===== src/dacl_pkg.sv =====
// Behaviour
// - 16-bit results; 18 bits in 18 clocks with extra bits and oversampling
// - a limit event fires when a result is above upper or below lower limit
// - both channels share one upper and one lower limit value
// - two limit status flags per channel, one high and one low
// - common limit indication is the OR of all flags, driven on shared pin
// - limit pin and status flags update at end of every conversion
// - limit pin indication clears on every chip select falling edge; a conversion end in the same cycle sets it instead
// - power down select low is normal mode, high is shutdown
// - shutdown powers down analog and reference; serial port stays alive
// - configuration values survive entering and leaving shutdown
// - reference select low enables internal buffer, high uses external pin
// - soft reset keeps settings, restarts logic, clears history and flags; a conversion end in the same cycle sets the limit pin flag instead
// - hard reset does a soft reset and also restores defaults and oscillator
// - self test runs after power-on or hard reset and sets a fail flag
// - chip select fall holds the sample and releases the serial outputs
// - conversions are timed by the internal oscillator, not the serial clock
// - lane select chooses two-lane or single-lane result output
// - two-lane mode puts channel A on lane a and channel B on lane b
// - single-lane mode sends channel A then channel B on lane a
// - chip select fall starts both conversions, results read on next access
package dacl_pkg;
    localparam int unsigned RES_BITS      = 16;
    localparam int unsigned EXT_BITS      = 18;
    localparam int unsigned SHIFT_BITS    = 2 * EXT_BITS;
    localparam logic [5:0]  CNT_TWO_STD   = 6'h10;
    localparam logic [5:0]  CNT_TWO_EXT   = 6'h12;
    localparam logic [5:0]  CNT_ONE_STD   = 6'h20;
    localparam logic [5:0]  CNT_ONE_EXT   = 6'h24;
    localparam logic [5:0]  CNT_REG_MIN   = 6'h10;
    localparam logic [7:0]  CONV_CYCLES   = 8'h08;
    localparam logic [7:0]  OSC_DIV       = 8'h02;
    localparam logic [7:0]  SELFTEST_LEN  = 8'h04;
    localparam logic [17:0] UPPER_RST     = 18'h3ffff;
    localparam logic [17:0] LOWER_RST     = 18'h00000;
    localparam logic        LANE_RST      = 1'b0;
    localparam logic        PIN_EN_RST    = 1'b0;
    localparam logic        XBITS_RST     = 1'b0;
    localparam logic        OS_RST        = 1'b0;
    localparam logic        PDOWN_RST     = 1'b0;
    localparam logic        REFERENCE_SOURCE_SELECT_RST    = 1'b0;
    localparam int unsigned FLAG_HI_A     = 0;
    localparam int unsigned FLAG_LO_A     = 1;
    localparam int unsigned FLAG_HI_B     = 2;
    localparam int unsigned FLAG_LO_B     = 3;
    typedef enum logic [2:0] {
        DACL_IDLE = 3'b001,
        DACL_CONV = 3'b010,
        DACL_DONE = 3'b100
    } dacl_conv_t;
endpackage


===== src/dacl_top.sv =====
`timescale 1ns/1ps
module dacl_top (
    input  wire logic        clock,
    input  wire logic        rst_n,
    input  wire logic        chipSelect_n,
    input  wire logic        sclk,
    input  wire logic        serial_in,
    input  wire logic [17:0] resultA,
    input  wire logic [17:0] resultB,
    input  wire logic        selfTestOk,
    input  wire logic        cfgWrite,
    input  wire logic [17:0] upper_limit_value,
    input  wire logic [17:0] lower_limit_value,
    input  wire logic        extra_bits_enable,
    input  wire logic        osModeEnable,
    input  wire logic        output_lane_select,
    input  wire logic        limit_pin_enable,
    input  wire logic        power_down_select,
    input  wire logic        reference_source_select,
    input  wire logic        softReset,
    input  wire logic        hardReset,
    output logic             serial_out_a,
    output logic             serial_out_a_oe,
    output logic             serial_out_b_or_flag_pin,
    output logic             serial_out_b_or_flag_pin_oe,
    output logic [3:0]       limit_flag_register,
    output logic             selftest_fail_flag,
    output logic             analogPowerOn,
    output logic             internalRefEnable,
    output logic             sampleHold,
    output logic             convBusy,
    output logic [5:0]       frameClockCount,
    output logic             shortAccess
);
    logic [2:0]  csSync_q;
    logic [2:0]  sckSync_q;
    logic        csFall, csRise, sckRise, csLow;
    logic [17:0] upper_q, lower_q;
    logic        xbits_q, os_q, lane_q, pinEn_q, pdown_q, reference_source_select_q;
    logic [7:0]  oscDiv_q;
    logic        oscTick;
    logic [7:0]  convCnt_q;
    dacl_pkg::dacl_conv_t convState_q;
    logic        convEnd;
    logic [17:0] heldA_q, heldB_q;
    logic [3:0]  flags_q;
    logic        pinFlag_q;
    logic [35:0] shift_q;
    logic [5:0]  bitCnt_q;
    logic [5:0]  frameLen;
    logic        stRun_q;
    logic [7:0]  stCnt_q;
    logic        stFail_q;
    logic        extMode;
    logic        anyReset;
    logic        hiA, loA, hiB, loB;

    // pins from the host cross two flops; edges seen on stages 1 and 2 only
    always_ff @(posedge clock or negedge rst_n) begin
        if (!rst_n) begin
            csSync_q  <= 3'h7;
            sckSync_q <= 3'h0;
        end else begin
            csSync_q  <= {csSync_q[1:0], chipSelect_n};
            sckSync_q <= {sckSync_q[1:0], sclk};
        end
    end
    assign csLow   = ~csSync_q[1];
    assign csFall  = csSync_q[2] & ~csSync_q[1];
    assign csRise  = ~csSync_q[2] & csSync_q[1];
    assign sckRise = ~sckSync_q[2] & sckSync_q[1];
    assign anyReset = softReset | hardReset;

    // configuration held here; shutdown never touches it
    always_ff @(posedge clock or negedge rst_n) begin
        if (!rst_n) begin
            upper_q  <= dacl_pkg::UPPER_RST;
            lower_q  <= dacl_pkg::LOWER_RST;
            xbits_q  <= dacl_pkg::XBITS_RST;
            os_q     <= dacl_pkg::OS_RST;
            lane_q   <= dacl_pkg::LANE_RST;
            pinEn_q  <= dacl_pkg::PIN_EN_RST;
            pdown_q  <= dacl_pkg::PDOWN_RST;
            reference_source_select_q <= dacl_pkg::REFERENCE_SOURCE_SELECT_RST;
        end else if (hardReset) begin
            upper_q  <= dacl_pkg::UPPER_RST;
            lower_q  <= dacl_pkg::LOWER_RST;
            xbits_q  <= dacl_pkg::XBITS_RST;
            os_q     <= dacl_pkg::OS_RST;
            lane_q   <= dacl_pkg::LANE_RST;
            pinEn_q  <= dacl_pkg::PIN_EN_RST;
            pdown_q  <= dacl_pkg::PDOWN_RST;
            reference_source_select_q <= dacl_pkg::REFERENCE_SOURCE_SELECT_RST;
        end else if (cfgWrite) begin
            upper_q  <= upper_limit_value;
            lower_q  <= lower_limit_value;
            xbits_q  <= extra_bits_enable;
            os_q     <= osModeEnable;
            lane_q   <= output_lane_select;
            pinEn_q  <= limit_pin_enable;
            pdown_q  <= power_down_select;
            reference_source_select_q <= reference_source_select;
        end
    end

    // power and reference steering
    assign analogPowerOn     = ~pdown_q;
    assign internalRefEnable = ~pdown_q & ~reference_source_select_q;

    // internal oscillator as an enable; hard reset restarts it
    always_ff @(posedge clock or negedge rst_n) begin
        if (!rst_n) begin
            oscDiv_q <= 8'h00;
        end else if (hardReset || oscDiv_q == dacl_pkg::OSC_DIV - 8'h01) begin
            oscDiv_q <= 8'h00;
        end else begin
            oscDiv_q <= oscDiv_q + 8'h01;
        end
    end
    assign oscTick = (oscDiv_q == dacl_pkg::OSC_DIV - 8'h01);

    // conversion timing from oscillator ticks only, never from sclk
    always_ff @(posedge clock or negedge rst_n) begin
        if (!rst_n) begin
            convState_q <= dacl_pkg::DACL_IDLE;
            convCnt_q   <= 8'h00;
        end else if (anyReset) begin
            convState_q <= dacl_pkg::DACL_IDLE;
            convCnt_q   <= 8'h00;
        end else begin
            case (convState_q)
                dacl_pkg::DACL_IDLE: begin
                    if (csFall && !pdown_q) begin
                        convState_q <= dacl_pkg::DACL_CONV;
                        convCnt_q   <= 8'h00;
                    end
                end
                dacl_pkg::DACL_CONV: begin
                    if (oscTick) begin
                        if (convCnt_q == dacl_pkg::CONV_CYCLES - 8'h01) begin
                            convState_q <= dacl_pkg::DACL_DONE;
                        end
                        convCnt_q <= convCnt_q + 8'h01;
                    end
                end
                dacl_pkg::DACL_DONE: begin
                    convState_q <= dacl_pkg::DACL_IDLE;
                end
                default: begin
                    convState_q <= dacl_pkg::DACL_IDLE;
                end
            endcase
        end
    end
    assign convEnd  = (convState_q == dacl_pkg::DACL_DONE);
    assign convBusy = (convState_q == dacl_pkg::DACL_CONV);

    // sample captured at chip select fall (track-and-hold in hold)
    always_ff @(posedge clock or negedge rst_n) begin
        if (!rst_n) begin
            sampleHold <= 1'b0;
            heldA_q    <= 18'h00000;
            heldB_q    <= 18'h00000;
        end else begin
            if (csFall) begin
                sampleHold <= 1'b1;
                heldA_q    <= resultA;
                heldB_q    <= resultB;
            end else if (convEnd || anyReset) begin
                sampleHold <= 1'b0;
            end
        end
    end

    // shared limits for both channels
    assign hiA = (heldA_q > upper_q);
    assign loA = (heldA_q < lower_q);
    assign hiB = (heldB_q > upper_q);
    assign loB = (heldB_q < lower_q);

    // status flags reflect the latest conversion; reset clears them
    always_ff @(posedge clock or negedge rst_n) begin
        if (!rst_n) begin
            flags_q <= 4'h0;
        end else if (anyReset) begin
            flags_q <= 4'h0;
        end else if (convEnd) begin
            flags_q <= {loB, hiB, loA, hiA};
        end
    end
    assign limit_flag_register = flags_q;

    // pin flag: set at conversion end wins over the chip select clear
    always_ff @(posedge clock or negedge rst_n) begin
        if (!rst_n) begin
            pinFlag_q <= 1'b0;
        end else if (convEnd) begin
            pinFlag_q <= hiA | loA | hiB | loB;
        end else if (csFall || anyReset) begin
            pinFlag_q <= 1'b0;
        end
    end

    // extra bits need a valid oversampling mode as well
    assign extMode = xbits_q & os_q;
    always_comb begin
        case ({lane_q, extMode})
            2'b00:   frameLen = dacl_pkg::CNT_TWO_STD;
            2'b01:   frameLen = dacl_pkg::CNT_TWO_EXT;
            2'b10:   frameLen = dacl_pkg::CNT_ONE_STD;
            default: frameLen = dacl_pkg::CNT_ONE_EXT;
        endcase
    end

    // readout shifter: previous results load at chip select fall
    always_ff @(posedge clock or negedge rst_n) begin
        if (!rst_n) begin
            shift_q  <= 36'h000000000;
            bitCnt_q <= 6'h00;
        end else if (anyReset) begin
            shift_q  <= 36'h000000000;
            bitCnt_q <= 6'h00;
        end else if (csFall) begin
            bitCnt_q <= 6'h00;
            if (extMode) begin
                shift_q <= {heldA_q, heldB_q};
            end else begin
                shift_q <= {heldA_q[17:2], heldB_q[17:2], 4'h0};
            end
        end else if (csLow && sckRise) begin
            bitCnt_q <= (bitCnt_q == 6'h3f) ? bitCnt_q : bitCnt_q + 6'h01;
            if (lane_q) begin
                shift_q <= {shift_q[34:0], 1'b0};
            end else if (extMode) begin
                shift_q <= {shift_q[34:18], 1'b0, shift_q[16:0], 1'b0};
            end else begin
                shift_q <= {shift_q[34:20], 1'b0, shift_q[18:4], 1'b0,
                            4'h0};
            end
        end
    end
    assign frameClockCount = bitCnt_q;

    // short frame: fewer than 16 clocks, or fewer than the readout needs
    always_ff @(posedge clock or negedge rst_n) begin
        if (!rst_n) begin
            shortAccess <= 1'b0;
        end else if (csRise) begin
            shortAccess <= (bitCnt_q < dacl_pkg::CNT_REG_MIN) ||
                           (bitCnt_q < frameLen);
        end
    end

    // output drivers: lane b carries data or the limit flag
    always_comb begin
        serial_out_a    = shift_q[35];
        serial_out_a_oe = csLow;
        serial_out_b_or_flag_pin_oe = csLow;
        if (!lane_q) begin
            serial_out_b_or_flag_pin = extMode ? shift_q[17]
                                               : shift_q[19];
        end else if (pinEn_q) begin
            serial_out_b_or_flag_pin    = pinFlag_q;
            serial_out_b_or_flag_pin_oe = 1'b1;
        end else begin
            serial_out_b_or_flag_pin = 1'b0;
        end
    end

    // self test after power-on or hard reset
    always_ff @(posedge clock or negedge rst_n) begin
        if (!rst_n) begin
            stRun_q  <= 1'b1;
            stCnt_q  <= 8'h00;
            stFail_q <= 1'b0;
        end else if (hardReset) begin
            stRun_q  <= 1'b1;
            stCnt_q  <= 8'h00;
            stFail_q <= 1'b0;
        end else if (stRun_q) begin
            stCnt_q <= stCnt_q + 8'h01;
            if (stCnt_q == dacl_pkg::SELFTEST_LEN - 8'h01) begin
                stRun_q  <= 1'b0;
                stFail_q <= ~selfTestOk;
            end
        end
    end
    assign selftest_fail_flag = stFail_q;

    // the hiA flag follows the held result one cycle after conversion end
    flag_update_a: assert property (
        @(posedge clock) disable iff (!rst_n)
        convEnd && !anyReset |=> flags_q[0] == $past(hiA))
        else $error("limit flag not updated at conversion end");
    pin_clear_a: assert property (
        @(posedge clock) disable iff (!rst_n)
        csFall && !convEnd |=> !pinFlag_q)
        else $error("pin flag not cleared by chip select fall");
    conv_len_a: assert property (
        @(posedge clock) disable iff (!rst_n || softReset || hardReset)
        $rose(convBusy) && !anyReset && !hardReset |-> convBusy [*8])
        else $error("conversion ended too early");
    ref_enable_a: assert property (
        @(posedge clock) disable iff (!rst_n)
        internalRefEnable |-> !pdown_q && !reference_source_select_q)
        else $error("internal reference on while off");
    out_release_a: assert property (
        @(posedge clock) disable iff (!rst_n)
        csFall |-> serial_out_a_oe)
        else $error("lane a not driven in frame");
    soft_clear_a: assert property (
        @(posedge clock) disable iff (!rst_n)
        softReset |=> limit_flag_register == 4'h0)
        else $error("soft reset left flags set");
    hard_default_a: assert property (
        @(posedge clock) disable iff (!rst_n)
        hardReset |=> !pdown_q && upper_q == dacl_pkg::UPPER_RST)
        else $error("hard reset kept configuration");
    shut_power_a: assert property (
        @(posedge clock) disable iff (!rst_n)
        pdown_q |-> !analogPowerOn && !internalRefEnable)
        else $error("analog alive in shutdown");

    // load paths; a stuck register would slip past the checks above
    cfg_keep_a: assert property (
        @(posedge clock) disable iff (!rst_n)
        !cfgWrite && !hardReset |=> $stable(upper_q) && $stable(lower_q)
            && $stable(lane_q) && $stable(reference_source_select_q))
        else $error("configuration moved without a write");
    ref_load_a: assert property (
        @(posedge clock) disable iff (!rst_n)
        cfgWrite && !hardReset |=> internalRefEnable ==
            (!$past(power_down_select) && !$past(reference_source_select)))
        else $error("reference enable does not follow the written bits");
    count_step_a: assert property (
        @(posedge clock) disable iff (!rst_n)
        csLow && sckRise && !csFall && !anyReset && bitCnt_q != 6'h3f
            |=> bitCnt_q == $past(bitCnt_q) + 6'h01)
        else $error("serial clock count missed a rise");
    selftest_end_a: assert property (
        @(posedge clock) disable iff (!rst_n)
        stRun_q && !hardReset && stCnt_q == dacl_pkg::SELFTEST_LEN - 8'h01
            |=> selftest_fail_flag == !$past(selfTestOk))
        else $error("self test flag does not match its outcome");
    pin_set_a: assert property (
        @(posedge clock) disable iff (!rst_n)
        convEnd |=> pinFlag_q == ($past(hiA) || $past(loA) || $past(hiB)
            || $past(loB)))
        else $error("pin flag not set from the limit flags");
endmodule


===== config.mk =====
export PLATFORM = sky130hd
export DESIGN_NAME = dacl_top
export DESIGN_NICKNAME = d
export VERILOG_FILES = /design/src/dacl_pkg.sv /design/src/dacl_top.sv
export SDC_FILE = /design/constraint.sdc
export NUM_CORES = 1
export LEC_CHECK = 0
export BUFFER_PORTS_ARGS = -buffer_cell sky130_fd_sc_hd__buf_4
export CAP_MARGIN = 30
export CORE_MARGIN = 1.5
export CORE_UTILIZATION = 63
export DETAILED_ROUTE_END_ITERATION = 8
export PLACE_DENSITY = 0.85
export SYNTH_ARGS = -nofsm -noshare
export SYNTH_HDL_FRONTEND = slang
export SYNTH_SLANG_ARGS = --single-unit

===== constraint.sdc =====
create_clock -name clock -period 4 [get_ports clock]
set_input_delay 0.6 -clock clock [delete_from_list [all_inputs] [get_ports clock]]
set_output_delay 0.6 -clock clock [all_outputs]
set_load 0.005 [all_outputs]

==> impl_metrics.ini <==
[worst_setup_path]
crit_path_cell_trace = nand2_1 -> mux2i_1 -> o21ai_0 -> buf_4
timing.critical_path.from_type = flop
end_kind = output pin
critical_path.reg2reg.startpoint = heldB_q[3]$_DFFE_PN0P_
critPathKind = flop to output pin
crit_slowest_cell = dfrtp_1
timing.critical_path.from = os_q$_DFFE_PN0P_
worstPathArrival_ns = 2.36
critPathMaxFanout = 20
data_required_time_of_the_critical_path_ns = 3.40
timing.critical_path.slowest_cell_delay_ns = 0.71

[final_layout]
post_route_cells_drive_above_1_share = 0.1735
fillers = 989
num-nets-final = 1201
antenna-diode-count = 0
sequential_cell_area_mm2 = 0.004083
multi_input_comb_area_mm2 = 0.004399
flow.area_growth_from_synthesis_pct = 17.32
post-route-util = 0.7538

[clock_tree]
cts.hold.buffers_added = 0
cts_tree = yes
clk_transition_reported_paths_ns = 0.07
cts_root_buffer = clkbuf_16
clock-sinks = 162
count_of_buffers_added_by_post_cts_timing_repair_for_setup = 0
clock_network_latency_to_the_later_pin_of_the_worst_skew_pair_ns = 0.43
cts_resized = 0
numCtsBuffers = 17
clockBufferDepth = 2
cts.htree.levels = 4

[floorplan]
die_y_um = 121.5
io-pin-count = 107
row_count = 43
initial_utilization = 0.6425
die_w_um = 121.5
die_area_mm2 = 0.01477
placeableCoreArea_mm2 = 0.01377

[global_route]
grt_max_degree = 74
grt_pass1_wl_um = 35490
gr_usage_total = 0.3139
first_global_vias = 7264
grt_antenna_before_repair = 0
globalRouteOverflowTotal = 0

[power_and_ir_drop]
p_per_area_mw_per_mm2 = 422.9
max-vdd-ir-drop_mv = 0.3072
cellLeakagePower_nw = 5.103

[route]
finalWirelength_um = 22160
ant_nets = 0
routed-via-count = 7435
detail_route.drc_violations = 0
number_of_detailed_route_iterations_in_the_first_pass = 6
route.detailed.wl_per_inst_um = 18.03
drt_first_iter_violations = 641
drt_via_density = 6.050

[sta]
timing_hold_violations_final = 0
grt_setup_unrepaired = no
setup_violators_final = 0
max_slew.worst_pin.slew_ns = 0.7584
skew_ns = 0.007967
finalCriticalPeriod_ns = 2.962
final_max_slew_viol_count = 0
achievable-frequency_ghz = 0.3376
relSlewSlack = 0.4944
totalNegativeSetupSlack_ns = 0
post-route-period-util = 0.7404

[placed_design]
gpl.final_weighted_congestion = 0.9216
port_buffers = 105
dp_hpwl_um = 15100

[yosys]
syn-cell-area_mm2 = 0.008850
ys_seq_elements = 162
yosysTopAreaCellShare = 0.3930
synth.yosys.warnings = 0
synth-async-reset-ratio = 1.000
most_common_cell_in_the_synthesized_netlist = nand2_1
synthTopCellsByCount = 222 x nand2_1, 139 x dfrtp_1, 91 x nor2_1
yosysSeqAreaShare = 0.4613
ys.flop_type = dfrtp_1
synth_top_cell_by_area = dfrtp_1
syn_nets = 1116
synth_area_per_cell_um2 = 9.306
synth_top_cells_by_area = dfrtp_1 39%, ha_1 11%, nand2_1 9.4%
syn_inst = 951
yosys.cell_types.count = 59
synth_edf_count = 0

[run]
max-cap-violations = 0

[hold_path]
worstHoldPathType = input port to async pin

[run_status]
outcome = completed
## critical path, delay by kind of cell (launching register included)
kind | cells | cell delay, ns
AOI/OAI and AO/OA | 1 | 0.24
muxes | 1 | 0.25
DFF | 1 | 0.71
buffers and inverters | 1 | 0.15
and+or+nand+nor | 1 | 0.58
## routing by layer
metal	routed length, um	vias to the layer above	track usage
met5	0	-	0
met4	518	0	0.1132
met3	1622	44	0.06438
met2	10630	320	0.5088
met1	9391	3572	0.4207
li1	-	3499	-
## path summary, 6_finish.rpt
path	slack, ns	cells past startpoint	endpoint
setup reg to reg	1.51	8	pinFlag_q$_DFFE_PN0P_
max in group asynchronous	2.87	2	convState_q[0]$_DFFE_PN1P_
setup / recovery	1.04	4	serial_out_b_or_flag_pin
hold / removal	0.18	1	lower_q[4]$_DFFE_PN0P_
min in group clock	0.27	1	csSync_q[0]$_DFF_PN1_
hold reg to reg	0.36	0	csSync_q[1]$_DFF_PN1_
## sequential cells by signal (all words and copies together), names as in the netlist, 4 cells and up
register and flops:
oscDiv_q 8, frameClockCount 6, convCnt_q 8, heldA_q 18, shift_q 36, stCnt_q 8
lower_q 18, limit_flag_register 4, heldB_q 18, upper_q 18
## power breakdown
| part | internal, mW | switching, mW |
|---|---|---|
| Sequential | 1.75 | 0.141 |
| Clock | 1.17 | 0.678 |
| Combinational | 0.281 | 0.373 |
## cell usage in the layout (no fill, tap or decap), drive strengths merged, types with 4 or more instances in the layout
cell,instances
and4,5
o211ai,17
bufinv,6
and2,5
nand4,18
xor2,13
a221oi,6
nor3,11
nand2,224
and3,20
nand2b,4
nor2,92
a311oi,29
clkbuf,17
clkinv,9
ha,78
o21ai,35
buf,113
inv,43
mux2i,28
dfstp,23
a21o,8
a21oi,30
nand3,17
xnor2,6
dfrtp,139
a211oi,18
## logic make-up (layout without fill, tap and decap cells)
group,Yosys count,in the layout,synth area share
buffers and inverters,90,188,0.04241
AND/OR/NAND/NOR,410,410,0.2040
XOR/XNOR,19,19,0.01880
flip-flops,162,162,0.4613
adder cells (fa/ha/maj),78,78,0.1103
multiplexers,29,29,0.03294
AO/OA/AOI/OAI,163,163,0.1302
## through the flow
step / worst slack (ns) / hold slack (ns) / instances / total power [mW] / cell area [um^2]
floorplan: 2.032 / 0.3044 / 951 / 2.275 / 8850
global placement: 1.572 / 0.3386 / 1197 / 2.514 / 9721
global route: 0.9025 / 0.2280 / 1229 / 4.556 / 10380
finish: 1.038 / 0.1757 / 1229 / 4.391 / 10380
CTS: 1.084 / 0.2027 / 1229 / 4.390 / 10380
detailed placement: 1.568 / 0.3473 / 1197 / 2.547 / 9721
## area by class of cell
| cell class | instances | share of cell area |
|---|---|---|
| multi-input combinational | 699 | 0.4237 |
| sequential | 162 | 0.3932 |
| timing repair buffer | 113 | 0.08207 |
| inverter | 43 | 0.01555 |
| tap | 180 | 0.02169 |
| clock buffer | 17 | 0.04097 |
| clock inverter | 15 | 0.02278 |
Power figures use the tool's default switching activity.
